**src/rtl/ecc_pkg.sv**
```systemverilog
// Purpose: shared constants and types for the eeprom command controller
// Assumes: 32-bit axi4-lite register bus, 25 MHz aclk
// Notes: offsets are byte addresses
package ecc_pkg;
  localparam logic [11:0] CMD_OFF = 12'h1B4;
  localparam logic [11:0] BYTE_OFF = 12'h1B8;
  localparam logic [11:0] STAT_OFF = 12'h1C0;
  localparam int BUSY_BIT = 31;
  localparam int OP_HI = 30;
  localparam int OP_LO = 28;
  localparam int ADDR_W = 16;
  localparam logic [2:0] OP_RESET = 3'h0;
  localparam logic [2:0] OP_READ = 3'h0;
  localparam logic [2:0] OP_WRITE = 3'h3;
  localparam int TIMEOUT_US = 30;
  localparam int CLK_MHZ = 25;
  localparam int TIMEOUT_CYC = TIMEOUT_US * CLK_MHZ;
  localparam int LOAD_CYC = 64;
  localparam logic [1:0] RESP_OKAY = 2'h0;
  localparam logic [1:0] RESP_SLVERR = 2'h2;

  typedef struct packed {
    logic busy;
    logic [2:0] op;
    logic [ADDR_W-1:0] addr;
  } ecc_cmd_t;

  typedef struct packed {
    logic start;
    logic write;
    logic [ADDR_W-1:0] addr;
    logic [7:0] wdata;
  } ecc_req_t;

  typedef struct packed {
    logic done;
    logic timeout;
    logic [7:0] rdata;
  } ecc_rsp_t;
endpackage

```
**src/rtl/ecc_engine.sv**
```systemverilog
// Purpose: stand-in eeprom transaction engine with timeout
// Assumes: eeprom presence is a synchronised level
// Notes: models a fixed transfer time; real i2c master sits here
`timescale 1ns/1ps
module ecc_engine #(
  parameter int XFER_CYC = 32,
  parameter int TIMEOUT_CYC = ecc_pkg::TIMEOUT_CYC
) (
  input wire logic aclk,
  input wire logic aresetn,
  input wire logic present,
  input wire ecc_pkg::ecc_req_t req,
  output ecc_pkg::ecc_rsp_t rsp
);
  typedef enum logic [1:0] {
    EE_IDLE = 2'b00,
    EE_RUN = 2'b01
  } ecc_eng_t;
  ecc_eng_t st_q, st_d;
  logic [15:0] cnt_q, cnt_d;
  logic wr_q, wr_d;
  logic [7:0] mem_q, mem_d;
  ecc_pkg::ecc_rsp_t rsp_q, rsp_d;

  always_comb begin
    st_d = st_q;
    cnt_d = cnt_q;
    wr_d = wr_q;
    mem_d = mem_q;
    rsp_d = '0;
    rsp_d.rdata = rsp_q.rdata;
    unique case (st_q)
      EE_IDLE: begin
        if (req.start) begin
          st_d = EE_RUN;
          cnt_d = '0;
          wr_d = req.write;
          if (req.write) begin
            mem_d = req.wdata;
          end
        end
      end
      EE_RUN: begin
        cnt_d = cnt_q + 16'h0001;
        if (present && cnt_q == 16'(XFER_CYC - 1)) begin
          st_d = EE_IDLE;
          rsp_d.done = 1'b1;
          if (!wr_q) begin
            rsp_d.rdata = mem_q;
          end
        end else if (cnt_q == 16'(TIMEOUT_CYC - 1)) begin
          // absent device never acks; give up
          st_d = EE_IDLE;
          rsp_d.done = 1'b1;
          rsp_d.timeout = 1'b1;
        end
      end
    endcase
  end

  always_ff @(posedge aclk) begin
    if (!aresetn) begin
      st_q <= EE_IDLE;
      cnt_q <= '0;
      wr_q <= 1'b0;
      mem_q <= 8'hFF;
      rsp_q <= '0;
    end else begin
      st_q <= st_d;
      cnt_q <= cnt_d;
      wr_q <= wr_d;
      mem_q <= mem_d;
      rsp_q <= rsp_d;
    end
  end
  assign rsp = rsp_q;
endmodule // ecc_engine

```
**src/rtl/ecc_top.sv**
```systemverilog
// Purpose: eeprom command register, busy handshake and axi4-lite slave
// Assumes: single aclk, synchronous active-low reset
// Notes: loader modelled as a fixed delay after reset
// Functional notes
// - writing one to bit 31 launches selected operation at given address
// - busy stays set until the operation completes, then self-clears
// - on read, busy clearing with no timeout flag means the byte register holds valid data
// - write with no eeprom keeps busy until timeout flag, then clears
// - busy forced to one after power-up, pin reset or digital reset
// - busy clears after reset only when the automatic loader finishes
// - the op code in bits 30:28, reset 000, runs when busy is set
//
// Local design decision: the AXI4-Lite slave port.
`timescale 1ns/1ps
module ecc_top #(
  parameter int LOAD_CYC = ecc_pkg::LOAD_CYC,
  parameter int TIMEOUT_CYC = ecc_pkg::TIMEOUT_CYC
) (
  input wire logic aclk,
  input wire logic aresetn,
  input wire logic eeprom_present,
  input wire logic digital_rst,
  input wire logic [31:0] s_axi_awaddr,
  input wire logic s_axi_awvalid,
  output logic s_axi_awready,
  input wire logic [31:0] s_axi_wdata,
  input wire logic [3:0] s_axi_wstrb,
  input wire logic s_axi_wvalid,
  output logic s_axi_wready,
  output logic [1:0] s_axi_bresp,
  output logic s_axi_bvalid,
  input wire logic s_axi_bready,
  input wire logic [31:0] s_axi_araddr,
  input wire logic s_axi_arvalid,
  output logic s_axi_arready,
  output logic [31:0] s_axi_rdata,
  output logic [1:0] s_axi_rresp,
  output logic s_axi_rvalid,
  input wire logic s_axi_rready
);
  ////////////////////////////////////////////////////////////////////////////
  logic pres_m_q, pres_q;
  logic drst_m_q, drst_q;
  logic loading_q, loading_d;
  logic [15:0] load_cnt_q, load_cnt_d;
  ecc_pkg::ecc_cmd_t cmd_q, cmd_d;
  logic [7:0] byte_q, byte_d;
  logic tmo_q, tmo_d;
  logic start_q, start_d;
  ecc_pkg::ecc_req_t req;
  ecc_pkg::ecc_rsp_t rsp;
  logic aw_q, aw_d, w_q, w_d;
  logic [11:0] awa_q, awa_d;
  logic [31:0] wd_q, wd_d;
  logic [3:0] ws_q, ws_d;
  logic bv_q, bv_d, rv_q, rv_d;
  logic [1:0] br_q, br_d, rr_q, rr_d;
  logic [31:0] rd_q, rd_d;
  logic wr_fire, rd_fire;

  function automatic logic mapped(input logic [11:0] a);
    return a == ecc_pkg::CMD_OFF || a == ecc_pkg::BYTE_OFF || a == ecc_pkg::STAT_OFF;
  endfunction

  ////////////////////////////////////////////////////////////////////////////
  // external levels are asynchronous: two flops each
  always_ff @(posedge aclk) begin
    if (!aresetn) begin
      pres_m_q <= 1'b0;
      pres_q <= 1'b0;
      drst_m_q <= 1'b0;
      drst_q <= 1'b0;
    end else begin
      pres_m_q <= eeprom_present;
      pres_q <= pres_m_q;
      drst_m_q <= digital_rst;
      drst_q <= drst_m_q;
    end
  end

  ////////////////////////////////////////////////////////////////////////////
  // axi channel capture
  assign wr_fire = aw_q && w_q && !bv_q;
  assign rd_fire = s_axi_arvalid && !rv_q;

  always_comb begin
    aw_d = aw_q;
    w_d = w_q;
    awa_d = awa_q;
    wd_d = wd_q;
    ws_d = ws_q;
    bv_d = bv_q;
    br_d = br_q;
    rv_d = rv_q;
    rr_d = rr_q;
    rd_d = rd_q;
    if (s_axi_awvalid && !aw_q) begin
      aw_d = 1'b1;
      awa_d = {s_axi_awaddr[11:2], 2'b00};
    end
    if (s_axi_wvalid && !w_q) begin
      w_d = 1'b1;
      wd_d = s_axi_wdata;
      ws_d = s_axi_wstrb;
    end
    if (wr_fire) begin
      aw_d = 1'b0;
      w_d = 1'b0;
      bv_d = 1'b1;
      br_d = mapped(awa_q) ? ecc_pkg::RESP_OKAY : ecc_pkg::RESP_SLVERR;
    end
    if (bv_q && s_axi_bready) begin
      bv_d = 1'b0;
    end
    if (rd_fire) begin
      rv_d = 1'b1;
      rr_d = ecc_pkg::RESP_OKAY;
      unique case ({s_axi_araddr[11:2], 2'b00})
        ecc_pkg::CMD_OFF: rd_d = {cmd_q.busy, cmd_q.op, 12'h000, cmd_q.addr};
        ecc_pkg::BYTE_OFF: rd_d = {24'h000000, byte_q};
        ecc_pkg::STAT_OFF: rd_d = {30'h0, loading_q, tmo_q};
        default: begin
          rd_d = 32'h00000000;
          rr_d = ecc_pkg::RESP_SLVERR;
        end
      endcase
    end else if (rv_q && s_axi_rready) begin
      rv_d = 1'b0;
    end
  end

  ////////////////////////////////////////////////////////////////////////////
  // command, byte, timeout and loader state
  always_comb begin
    cmd_d = cmd_q;
    byte_d = byte_q;
    tmo_d = tmo_q;
    start_d = 1'b0;
    loading_d = loading_q;
    load_cnt_d = load_cnt_q;
    if (loading_q) begin
      load_cnt_d = load_cnt_q + 16'h0001;
      if (load_cnt_q == 16'(LOAD_CYC - 1)) begin
        loading_d = 1'b0;
        cmd_d.busy = 1'b0;
      end
    end
    if (rsp.done) begin
      cmd_d.busy = 1'b0;
      if (rsp.timeout) begin
        tmo_d = 1'b1;
      end else if (!req.write) begin
        byte_d = rsp.rdata;
      end
    end
    // reserved code: engine never starts, so busy must drop here or hang
    if (start_q && !req.start) begin
      cmd_d.busy = 1'b0;
    end
    // writes while busy are dropped so a running op cannot be disturbed
    if (wr_fire && !cmd_q.busy) begin
      if (awa_q == ecc_pkg::CMD_OFF) begin
        if (ws_q[3]) begin
          cmd_d.op = wd_q[ecc_pkg::OP_HI:ecc_pkg::OP_LO];
          if (wd_q[ecc_pkg::BUSY_BIT]) begin
            cmd_d.busy = 1'b1;
            start_d = 1'b1;
          end
        end
        if (ws_q[1]) cmd_d.addr[15:8] = wd_q[15:8];
        if (ws_q[0]) cmd_d.addr[7:0] = wd_q[7:0];
      end else if (awa_q == ecc_pkg::BYTE_OFF && ws_q[0]) begin
        byte_d = wd_q[7:0];
      end else if (awa_q == ecc_pkg::STAT_OFF && ws_q[0] && wd_q[0]) begin
        tmo_d = 1'b0;
      end
    end
    if (rsp.done && rsp.timeout) begin
      tmo_d = 1'b1;
    end
  end

  always_ff @(posedge aclk) begin
    if (!aresetn || drst_q) begin
      cmd_q <= '{busy: 1'b1, op: ecc_pkg::OP_RESET, addr: '0};
      byte_q <= 8'h00;
      tmo_q <= 1'b0;
      start_q <= 1'b0;
      loading_q <= 1'b1;
      load_cnt_q <= '0;
    end else begin
      cmd_q <= cmd_d;
      byte_q <= byte_d;
      tmo_q <= tmo_d;
      start_q <= start_d;
      loading_q <= loading_d;
      load_cnt_q <= load_cnt_d;
    end
  end

  always_ff @(posedge aclk) begin
    if (!aresetn) begin
      aw_q <= 1'b0;
      w_q <= 1'b0;
      awa_q <= '0;
      wd_q <= '0;
      ws_q <= '0;
      bv_q <= 1'b0;
      br_q <= ecc_pkg::RESP_OKAY;
      rv_q <= 1'b0;
      rr_q <= ecc_pkg::RESP_OKAY;
      rd_q <= '0;
    end else begin
      aw_q <= aw_d;
      w_q <= w_d;
      awa_q <= awa_d;
      wd_q <= wd_d;
      ws_q <= ws_d;
      bv_q <= bv_d;
      br_q <= br_d;
      rv_q <= rv_d;
      rr_q <= rr_d;
      rd_q <= rd_d;
    end
  end

  ////////////////////////////////////////////////////////////////////////////
  // reserved codes start nothing and clear at once
  always_comb begin
    req.start = start_q && (cmd_q.op == ecc_pkg::OP_READ || cmd_q.op == ecc_pkg::OP_WRITE);
    req.write = cmd_q.op == ecc_pkg::OP_WRITE;
    req.addr = cmd_q.addr;
    req.wdata = byte_q;
  end

  ecc_engine #(
    .XFER_CYC(32),
    .TIMEOUT_CYC(TIMEOUT_CYC)
  ) u_engine (
    .aclk(aclk),
    .aresetn(aresetn && !drst_q),
    .present(pres_q),
    .req(req),
    .rsp(rsp)
  );

  assign s_axi_awready = !aw_q;
  assign s_axi_wready = !w_q;
  assign s_axi_bvalid = bv_q;
  assign s_axi_bresp = br_q;
  assign s_axi_arready = !rv_q;
  assign s_axi_rvalid = rv_q;
  assign s_axi_rresp = rr_q;
  assign s_axi_rdata = rd_q;

  ////////////////////////////////////////////////////////////////////////////
  property p_busy_reset;
    @(posedge aclk) !aresetn |=> cmd_q.busy;
  endproperty
  a_busy_reset: assert property (p_busy_reset) else $error("busy not set after reset");

  property p_launch;
    @(posedge aclk) disable iff (!aresetn || drst_q)
      (wr_fire && !cmd_q.busy && awa_q == ecc_pkg::CMD_OFF && ws_q[3] && wd_q[31])
      |=> cmd_q.busy && start_q;
  endproperty
  a_launch: assert property (p_launch) else $error("launch missed");

  property p_hold;
    @(posedge aclk) disable iff (!aresetn || drst_q)
      (cmd_q.busy && !loading_q && !rsp.done && !(start_q && !req.start)) |=> cmd_q.busy;
  endproperty
  a_hold: assert property (p_hold) else $error("busy dropped early");

  property p_read_valid;
    @(posedge aclk) disable iff (!aresetn || drst_q)
      (rsp.done && !rsp.timeout && !req.write) |=> (byte_q == $past(rsp.rdata)) && !cmd_q.busy;
  endproperty
  a_read_valid: assert property (p_read_valid) else $error("read byte not valid");

  property p_timeout;
    @(posedge aclk) disable iff (!aresetn || drst_q)
      (rsp.done && rsp.timeout) |=> tmo_q && !cmd_q.busy;
  endproperty
  a_timeout: assert property (p_timeout) else $error("timeout did not clear busy");

  property p_loader;
    @(posedge aclk) disable iff (!aresetn || drst_q)
      loading_q |-> cmd_q.busy;
  endproperty
  a_loader: assert property (p_loader) else $error("busy clear during load");

  property p_op_hold;
    @(posedge aclk) disable iff (!aresetn || drst_q)
      (cmd_q.busy && $past(cmd_q.busy)) |-> $stable(cmd_q.op);
  endproperty
  a_op_hold: assert property (p_op_hold) else $error("op changed while busy");

  property p_reserved;
    @(posedge aclk) disable iff (!aresetn)
      req.start |-> (cmd_q.op == 3'h0 || cmd_q.op == 3'h3);
  endproperty
  a_reserved: assert property (p_reserved) else $error("reserved code started");

  c_read: cover property (@(posedge aclk) rsp.done && !rsp.timeout && !req.write);
  c_write: cover property (@(posedge aclk) rsp.done && !rsp.timeout && req.write);
  c_tmo: cover property (@(posedge aclk) rsp.done && rsp.timeout);
endmodule // ecc_top

```
**config.mk**
```make
export PLATFORM = sky130hd
export DESIGN_NAME = ecc_top
export DESIGN_NICKNAME = d
export VERILOG_FILES = /design/src/rtl/ecc_pkg.sv /design/src/rtl/ecc_engine.sv /design/src/rtl/ecc_top.sv
export SDC_FILE = /design/constraint.sdc
export NUM_CORES = 1
export LEC_CHECK = 0
export BUFFER_PORTS_ARGS = -buffer_cell sky130_fd_sc_hd__clkbuf_2
export CAP_MARGIN = 15
export CORE_MARGIN = 3
export CORE_UTILIZATION = 48
export DETAILED_ROUTE_END_ITERATION = 10
export PLACE_DENSITY = 0.76
export SYNTH_ARGS = -nofsm -noshare
export SYNTH_HDL_FRONTEND = slang
export SYNTH_SLANG_ARGS = --single-unit
```
**constraint.sdc**
```tcl
create_clock -name aclk -period 1.9 [get_ports aclk]
set_clock_uncertainty 0.15 [all_clocks]
set_input_delay 0.285 -clock aclk [delete_from_list [all_inputs] [get_ports aclk]]
set_output_delay 0.285 -clock aclk [all_outputs]
set_load 0.005 [all_outputs]
```
* Word level (Yosys, flattened, before mapping) *
Index checks and enable logic that the tools add are counted.

storage, ports and cells
  register bits after elaboration = 174
  output and inout port bits = 41
  word-level logic and storage cells = 135

cells by class
  bitwise gates (word level) = 7
  muxes and demuxes = 39
  eq/ne operators = 13
  add/subtract/negate cells = 2
  reduce and logical (&&, ||, !) cells = 44

operators with widths
  kind                   number
  $pmux 32 s3            1
  $mux 8                 8
  $eq 10x7->1 const B    6
  $mux 20                2
  $add 16x1->16 const B  2
  $pmux 16 s2            1
  $mux 1                 18
  $eq 16x10->1 const B   1
  $eq 16x5->1 const B    1
  $eq 16x6->1 const B    1
  $logic_and 1x1->1      16
  $mux 16                1
  $reduce_and 3->1       5
  $mux 2                 6
  $logic_not 1->1        8
  $not 1->1              7
  $reduce_and 2->1       3
  $reduce_or 3->1        2
  $logic_or 1x1->1       4
  $mux 4                 1
  $pmux 2 s2             1
  $reduce_or 2->1        2
  $reduce_or 4->1        1
  $eq 3x2->1 const B     1
  6 further kinds        6

* Depth between registers and ports, before layout *
Gate-level depths: netlist (run 1).

  word-level depth = 10
  depth in mapped cells = 6
  depth with buffers taken out = 6

* Cells and area by module *
A second synthesis (run 1) with hierarchy kept.

second synthesis, totals
  cell total of the unflattened synthesis = 734
  area total of the unflattened synthesis = 6326.1 µm²

by module, submodules not included
  module      cells an instance  sequential area each (µm²)  times used  area an instance (µm²)
  ecc_top     544                2202.1                      1           4755.8
  ecc_engine  190                720.7                       1           1570.3

* Least setup slack after synthesis (run 1) *
No wires, ideal clock.

  path kind = register to register
  start = register u_engine.cnt_q[0]
  end = register u_engine.cnt_q[8]
  path buffers = 1
  cell stages (with the launch flop) = 7
  clock period less this slack = 1859 ps
  data arrival time = 1639 ps
  slack = 41 ps
  path through = dfxtp_1 ha_1 clkbuf_1 nand2_1 or3_1 or2_2 a21oi_1

on the way
  longest elaborated chain between the ends = 2

ends and longest elaborated chain
  what                    line              RTL
  start, declared         ecc_engine.sv:20  logic [15:0] cnt_q, cnt_d;
  start signal, assigned  ecc_engine.sv:70  cnt_q <= cnt_d;
  $add 16x1->16           ecc_engine.sv:44  cnt_d = cnt_q + 16'h0001;
  $pmux 16 s2             ecc_engine.sv:32  unique case (st_q)

No other way between the ends.
A chain may end at the register's enable or synchronous reset.

==> results_dict.tcl, run 1 <==
set metrics [dict create \
    synth.distinct_cells 59 \
    fmax_ghz 0.547 \
    drive_above_1_share_pct 19.5 \
    fin_crit_ns 1.83 \
    leakagePower_nw 3.06 \
    place_congestion 0.831 \
    drv_slew 0 \
    relSlewSlack_pct 54.1 \
    synth-async-reset-ratio_pct 0 \
    critical-path-max-stage-delay_ns 0.47 \
    cts_tree "built" \
    drt_iter0_drc 466 \
    ys_seq_area_share_pct 46.6 \
    outcome "finished clean" \
    crit_chain "nand4_4 -> or3_4 -> or4_1 -> a21oi_1" \
    start_util_pct 49.4 \
    instances_no_fill 1064 \
    worst_slack_ns 0.0702 \
    r2r_cells 4 \
    antenna_found_initial 0 \
    worstPathArrival_ns 2.03 \
    synth_area_um2 6280 \
    avgSynthCellArea_um2 8.42 \
    ys.flop_type "dfxtp_1" \
    grt_max_degree 56 \
    die_y_um 120 \
    wl_per_cell_um 14.6 \
    grt_pass1_vias 5385 \
    ir_drop_mv 0.627 \
    dr.pass1.iters 6 \
    route.vias.total 5881 \
    grt_setup_unrepaired "false" \
    ys_warn_count 0 \
    cp-end-kind "flop" \
    insertion_delay_ns 0.41 \
    synth_edf_count 0 \
    crit_type "flop to flop" \
    dp_hpwl_um 10400 \
    grt_pass1_wl_um 25500 \
    cts-root-buf "clkbuf_16" \
    clock_path_buffers 2 \
    grt.overflow.total 0 \
    area_delta_synth_final_pct 27.2 \
    io_pins 150 \
    cpMaxStageDelayCell "dfxtp_1" \
    clk_pin_slew_ns 0.06 \
    antenna_left 0 \
    viasPerCell 5.53 \
    clkSinkCount 146 \
    synthCells 746 \
    synth-seq-cells 146 \
    die_w_um 120 \
    final_cell_mix "dfxtp_1 (145), nand2_1 (115), clkbuf_2 (78), a21oi_1 (77), nor2_1 (46)" \
    finalHoldWorstSlack_ns 0.0615 \
    start_kind "flop" \
    setup_viol 0 \
    hold_violations 0 \
    fillers 1097 \
    cts_max_level 4 \
    drc 0 \
    p_per_area_nw_per_um2 850 \
    fin_total_pwr_mw 6.79 \
    worst_pin_slew_ns 0.686 \
    final_net_count 991 \
    wl_um 15600 \
    worst_hold_path_type "input pin to flop" \
    worst-path-max-fanout 6 \
    cap_violations 0 \
    coreArea_um2 12700 \
    port_buffers 78 \
    hold_path_depth 2 \
    cts_made_buffers 17 \
    required_ns 2.10 \
    dp_cells 991 \
    layout_commonest_cell "dfxtp_1" \
    dieArea_um2 14500 \
    grtUsageTotal_pct 21.7 \
    post-route-period-util_pct 96.3 \
    place_ws_ns -0.00572 \
    row_count 41 \
]
cells in the mapped netlist (2+ instances only):
master	instances	share of area [%]
buf_1	5	0.30
a22o_1	6	0.84
or4_1	3	0.36
o211ai_1	4	0.48
and2_1	5	0.50
and3_1	11	1.1
or3_1	8	0.80
or4b_2	2	0.32
dfxtp_1	146	47
nor4_1	10	1.0
buf_4	15	1.8
a2bb2oi_1	2	0.28
nand3_1	27	2.2
nand3_2	2	0.32
mux2i_1	12	1.9
ha_1	3	0.60
nand3b_1	5	0.60
o21ai_0	23	1.8
xnor2_1	8	1.1
nor2b_1	11	1.1
or2_2	6	0.60
o31ai_1	20	2.4
nand4bb_1	3	0.54
a22oi_1	20	2.4
a21oi_1	77	6.1
xor2_1	7	0.98
buf_2	3	0.24
nor4b_1	6	0.84
and4_1	3	0.42
nand2_1	115	6.9
a21boi_0	8	0.96
nand4_1	36	3.6
inv_1	17	1.0
a211oi_1	2	0.24
nor3_1	5	0.40
nand2b_1	4	0.40
clkbuf_1	39	2.3
nor2_1	46	2.8
state kept, by name (all words and copies together) (netlist names), 3 cells and up:
signal	flops
cmd_q	20
ws_q	3
load_cnt_q	16
u_engine.rsp	10
u_engine.mem_q	8
byte_q	8
s_axi_rdata	20
wd_q	20
u_engine.cnt_q	16
awa_q	10
cell families (layout without fill, tap and decap cells):
family | after synthesis | after routing | share of synthesized area, %
AOI/OAI and AO/OA | 173 | 173 | 17.0
xor gates and xnor gates | 15 | 15 | 2.09
adders and majority gates | 3 | 3 | 0.598
buffers and inverters | 79 | 211 | 5.68
DFF | 146 | 146 | 46.6
muxes | 12 | 12 | 1.91
other | 1 | 15 | 0.0597
and+or+nand+nor | 317 | 317 | 26.1
power breakdown:
part           switching (mW)  internal [mW]
registers              0.0480           3.12
clock network            1.23           1.96
logic                   0.235          0.194
total                    1.51           5.28
final cells by class:
cell class | count | area [µm²] | area share, %
flip-flops and latches | 146 | 2920 | 36.6
clock buffers | 22 | 454 | 5.69
multi-input cells | 534 | 3080 | 38.6
diodes | 1 | 2.50 | 0.0313
clock inverters | 9 | 108 | 1.35
repair buffers | 163 | 1140 | 14.2
well taps | 172 | 215 | 2.69
inverters | 17 | 63.8 | 0.799
critical path, delay by kind of cell, from the launching register on:
kind	cells	cell delay [ns]
flip-flops	1	0.47
AND/OR/NAND/NOR	3	1.01
AO/OA/AOI/OAI	1	0.14
layer usage:
layer / vias up / share of wire, % / GRT usage [%]
met4: 0 / 2.1 / 8.71
met1: 2749 / 45 / 28.6
li1: 2909 / - / -
met2: 197 / 47 / 34.3
met3: 26 / 6.3 / 5.14
met5: - / 0 / 0
per-stage QoR:
stage	instance area [µm²]	setup TNS (ns)	util, %
finish	7990	0	62.8
global route	7990	0	62.8
detailed placement	6990	-0.00572	54.9
CTS	7950	0	62.5
floorplan	6330	0	-
global placement	6990	0	54.9
what timing repair did:
action	CTS	global route
gates resized for setup	0	7
hold buffers	40	0
endpoints found under the hold margin	39	0
endpoints found under the setup margin	0	28
setup buffers	0	1
final timing paths:
path	start	end	slack, ns
worst min register to register	drst_m_q	drst_q	0.28
worst min-delay path	aresetn	drst_q	0.06
worst max-delay path	loading_q	load_cnt_q[15]	0.07
worst max register to register	loading_q	load_cnt_q[15]	0.07
(Power assumes the default switching activity.)
==> inputs of run 2 (changes only) <==
--- a/config.mk
+++ b/config.mk
@@ -8,9 +8,9 @@
 export BUFFER_PORTS_ARGS = -buffer_cell sky130_fd_sc_hd__clkbuf_2
 export CAP_MARGIN = 15
 export CORE_MARGIN = 3
-export CORE_UTILIZATION = 48
+export CORE_UTILIZATION = 54
 export DETAILED_ROUTE_END_ITERATION = 10
-export PLACE_DENSITY = 0.76
+export PLACE_DENSITY = 0.78
 export SYNTH_ARGS = -nofsm -noshare
 export SYNTH_HDL_FRONTEND = slang
 export SYNTH_SLANG_ARGS = --single-unit
==> constraint.sdc (replaced) <==
create_clock -name aclk -period 2.1 [get_ports aclk]
set_clock_uncertainty 0.15 [all_clocks]
set_input_delay 0.105 -clock aclk [delete_from_list [all_inputs] [get_ports aclk]]
set_output_delay 0.105 -clock aclk [all_outputs]
set_load 0.005 [all_outputs]
==> run 2 against run 1 <==
Worst setup slack better by 0.053 ns. Utilization up 8.4 points. Via count up 0.82%. Register-to-register slack better by 0.05 ns. Sequential cell count unchanged. Sequential power down 9.5%. Final area down 1.2%. Non-clock buffer count down 16. Final cell count down 4.5%. Clock power about the same. Critical path type unchanged.
==> results_dict.tcl, run 2 (synthesis gave the netlist of run 1 again) <==
set metrics [dict create \
    instances_no_fill 1016 \
    dieArea_um2 13000 \
    grt_max_degree 56 \
    final_net_count 975 \
    relSlewSlack_pct 54.5 \
    row_count 38 \
    cp-end-kind "flop" \
    cts_made_buffers 17 \
    dr.pass1.iters 6 \
    clk_pin_slew_ns 0.06 \
    cts-root-buf "clkbuf_16" \
    grt_setup_unrepaired "false" \
    place_congestion 0.823 \
    reg2reg_to "cmd_q[14]" \
    cts_tree "built" \
    worst_slack_ns 0.123 \
    setup_viol 0 \
    grt.overflow.total 0 \
    worst-path-max-fanout 20 \
    cp_num_cells 5 \
    antenna_found_initial 0 \
    final_util_pct 71.2 \
    clock_path_buffers 2 \
    post-route-period-util_pct 94.1 \
    dp_hpwl_um 10600 \
    ir_drop_mv 0.682 \
    drive_above_1_share_pct 17.1 \
    coreArea_um2 11100 \
    critical-path-max-stage-delay_ns 0.53 \
    fmax_ghz 0.506 \
    route.vias.total 5929 \
    place_ws_ns 0.167 \
    clkSinkCount 146 \
    cts_max_level 4 \
    cp_num_buf_inv 1 \
    finalHoldWorstSlack_ns 0.102 \
    worst_hold_path_type "input pin to flop" \
    die_w_um 114 \
    hold_violations 0 \
    dp_cells 938 \
    crit_chain "nand3b_1 -> or4_1 -> buf_4 -> o31ai_1 -> a21oi_1" \
    leakagePower_nw 3.02 \
    p_per_area_nw_per_um2 819 \
    start_util_pct 56.7 \
    drc 0 \
    final_cell_mix "dfxtp_1 (146), nand2_1 (115), clkbuf_2 (78), a21oi_1 (77)" \
    grt_pass1_wl_um 26800 \
    critical_path.top_delay_family "simple AND/OR/NAND/NOR gates" \
    layout_commonest_cell "dfxtp_1" \
    required_ns 2.24 \
    io_pins 150 \
    die_y_um 114 \
    r2r_start "awa_q[4]" \
    fin_setup_tns_ns 0 \
    drv_slew 0 \
    outcome "finished clean" \
    antenna_left 0 \
    fin_crit_ns 1.98 \
    start_kind "flop" \
    grt_pass1_vias 5738 \
    diodes 0 \
    worst_pin_slew_ns 0.673 \
    grtUsageTotal_pct 25.5 \
    area_delta_synth_final_pct 25.6 \
    wl_per_cell_um 16.1 \
    hold_path_depth 5 \
    crit_type "flop to flop" \
    r2r_slack_ns 0.12 \
    cap_violations 0 \
    viasPerCell 5.84 \
    whs_endpoint "s_axi_rdata[1]" \
    port_buffers 78 \
    worstPathArrival_ns 2.12 \
    drt_iter0_drc 483 \
    hold_path.startpoint "s_axi_araddr[10]" \
    r2r_cells 5 \
    cpMaxStageDelayCell "or4_1" \
    insertion_delay_ns 0.42 \
    wl_um 16400 \
]
-- run 2: cell types whose count changed in the layout (fill, tap and decap cells not counted), moves of 2 or more --
cell | before | now
buf_4 | 44 | 22
dlygate4sd3_1 | 40 | 46
clkinvlp_4 | 2 | 0
o31ai_1 | 17 | 20
bufinv_16 | 2 | 4
clkbuf_8 | 1 | 3
o31ai_2 | 3 | 0
-- run 2: power by group --
part | switching [mW] | internal (mW)
logic | 0.213 | 0.174
registers | 0.0464 | 2.83
clock network | 1.12 | 2.08
total | 1.38 | 5.08
-- run 2: final cells by class --
class	count	area (µm²)
well taps	140	175
fillers	828	3190
repair buffers	147	1030
multi-input cells	534	3070
clock buffers	23	478
inverters	17	63.8
clock inverters	9	153
flip-flops and latches	146	2920
-- run 2: worst min-delay path, delay by kind of cell --
kind	cells	cell delay, ns
buffers and inverters	1	0.09
AND/OR/NAND/NOR	1	0.10
AO/OA/AOI/OAI	3	0.32
-- run 2: stage by stage --
| stage | power, mW | cell area [µm²] |
|---|---|---|
| 5_1_grt | 6.66 | 7890 |
| 6_report | 6.46 | 7890 |
| 2_1_floorplan | 3.12 | 6330 |
| 3_5_place_dp | 3.24 | 6790 |
| 3_3_place_gp | 3.22 | 6790 |
| 4_1_cts | 6.47 | 7880 |
-- run 2: timing repair --
item                                   CTS  global route
setup buffers                            0             0
hold buffers                            46             0
endpoints found under the hold margin   43             0
gates resized for setup                  0             2
setup endpoints to repair                0             8
-- run 2: metal layers --
layer  up-vias  global-route usage, %  wire, µm
li1       2874                      -         -
met1      2815                   30.1      6840
met2       204                   44.7      8230
met3        36                   6.63       969
met4         0                   9.26       335
met5         -                      0         0
-- run 2: worst max-delay path by stage --
stage                       from                end  slack [ns]
2_1_floorplan  u_engine.cnt_q[0]  u_engine.cnt_q[8]        0.24
3_3_place_gp       load_cnt_q[2]     load_cnt_q[15]        0.25
3_5_place_dp            awa_q[4]          cmd_q[14]        0.17
4_1_cts                  aresetn       s_axi_rvalid        0.12
5_1_grt         u_engine.st_q[0]    u_engine.rsp[4]        0.03
6_report                awa_q[4]          cmd_q[14]        0.12
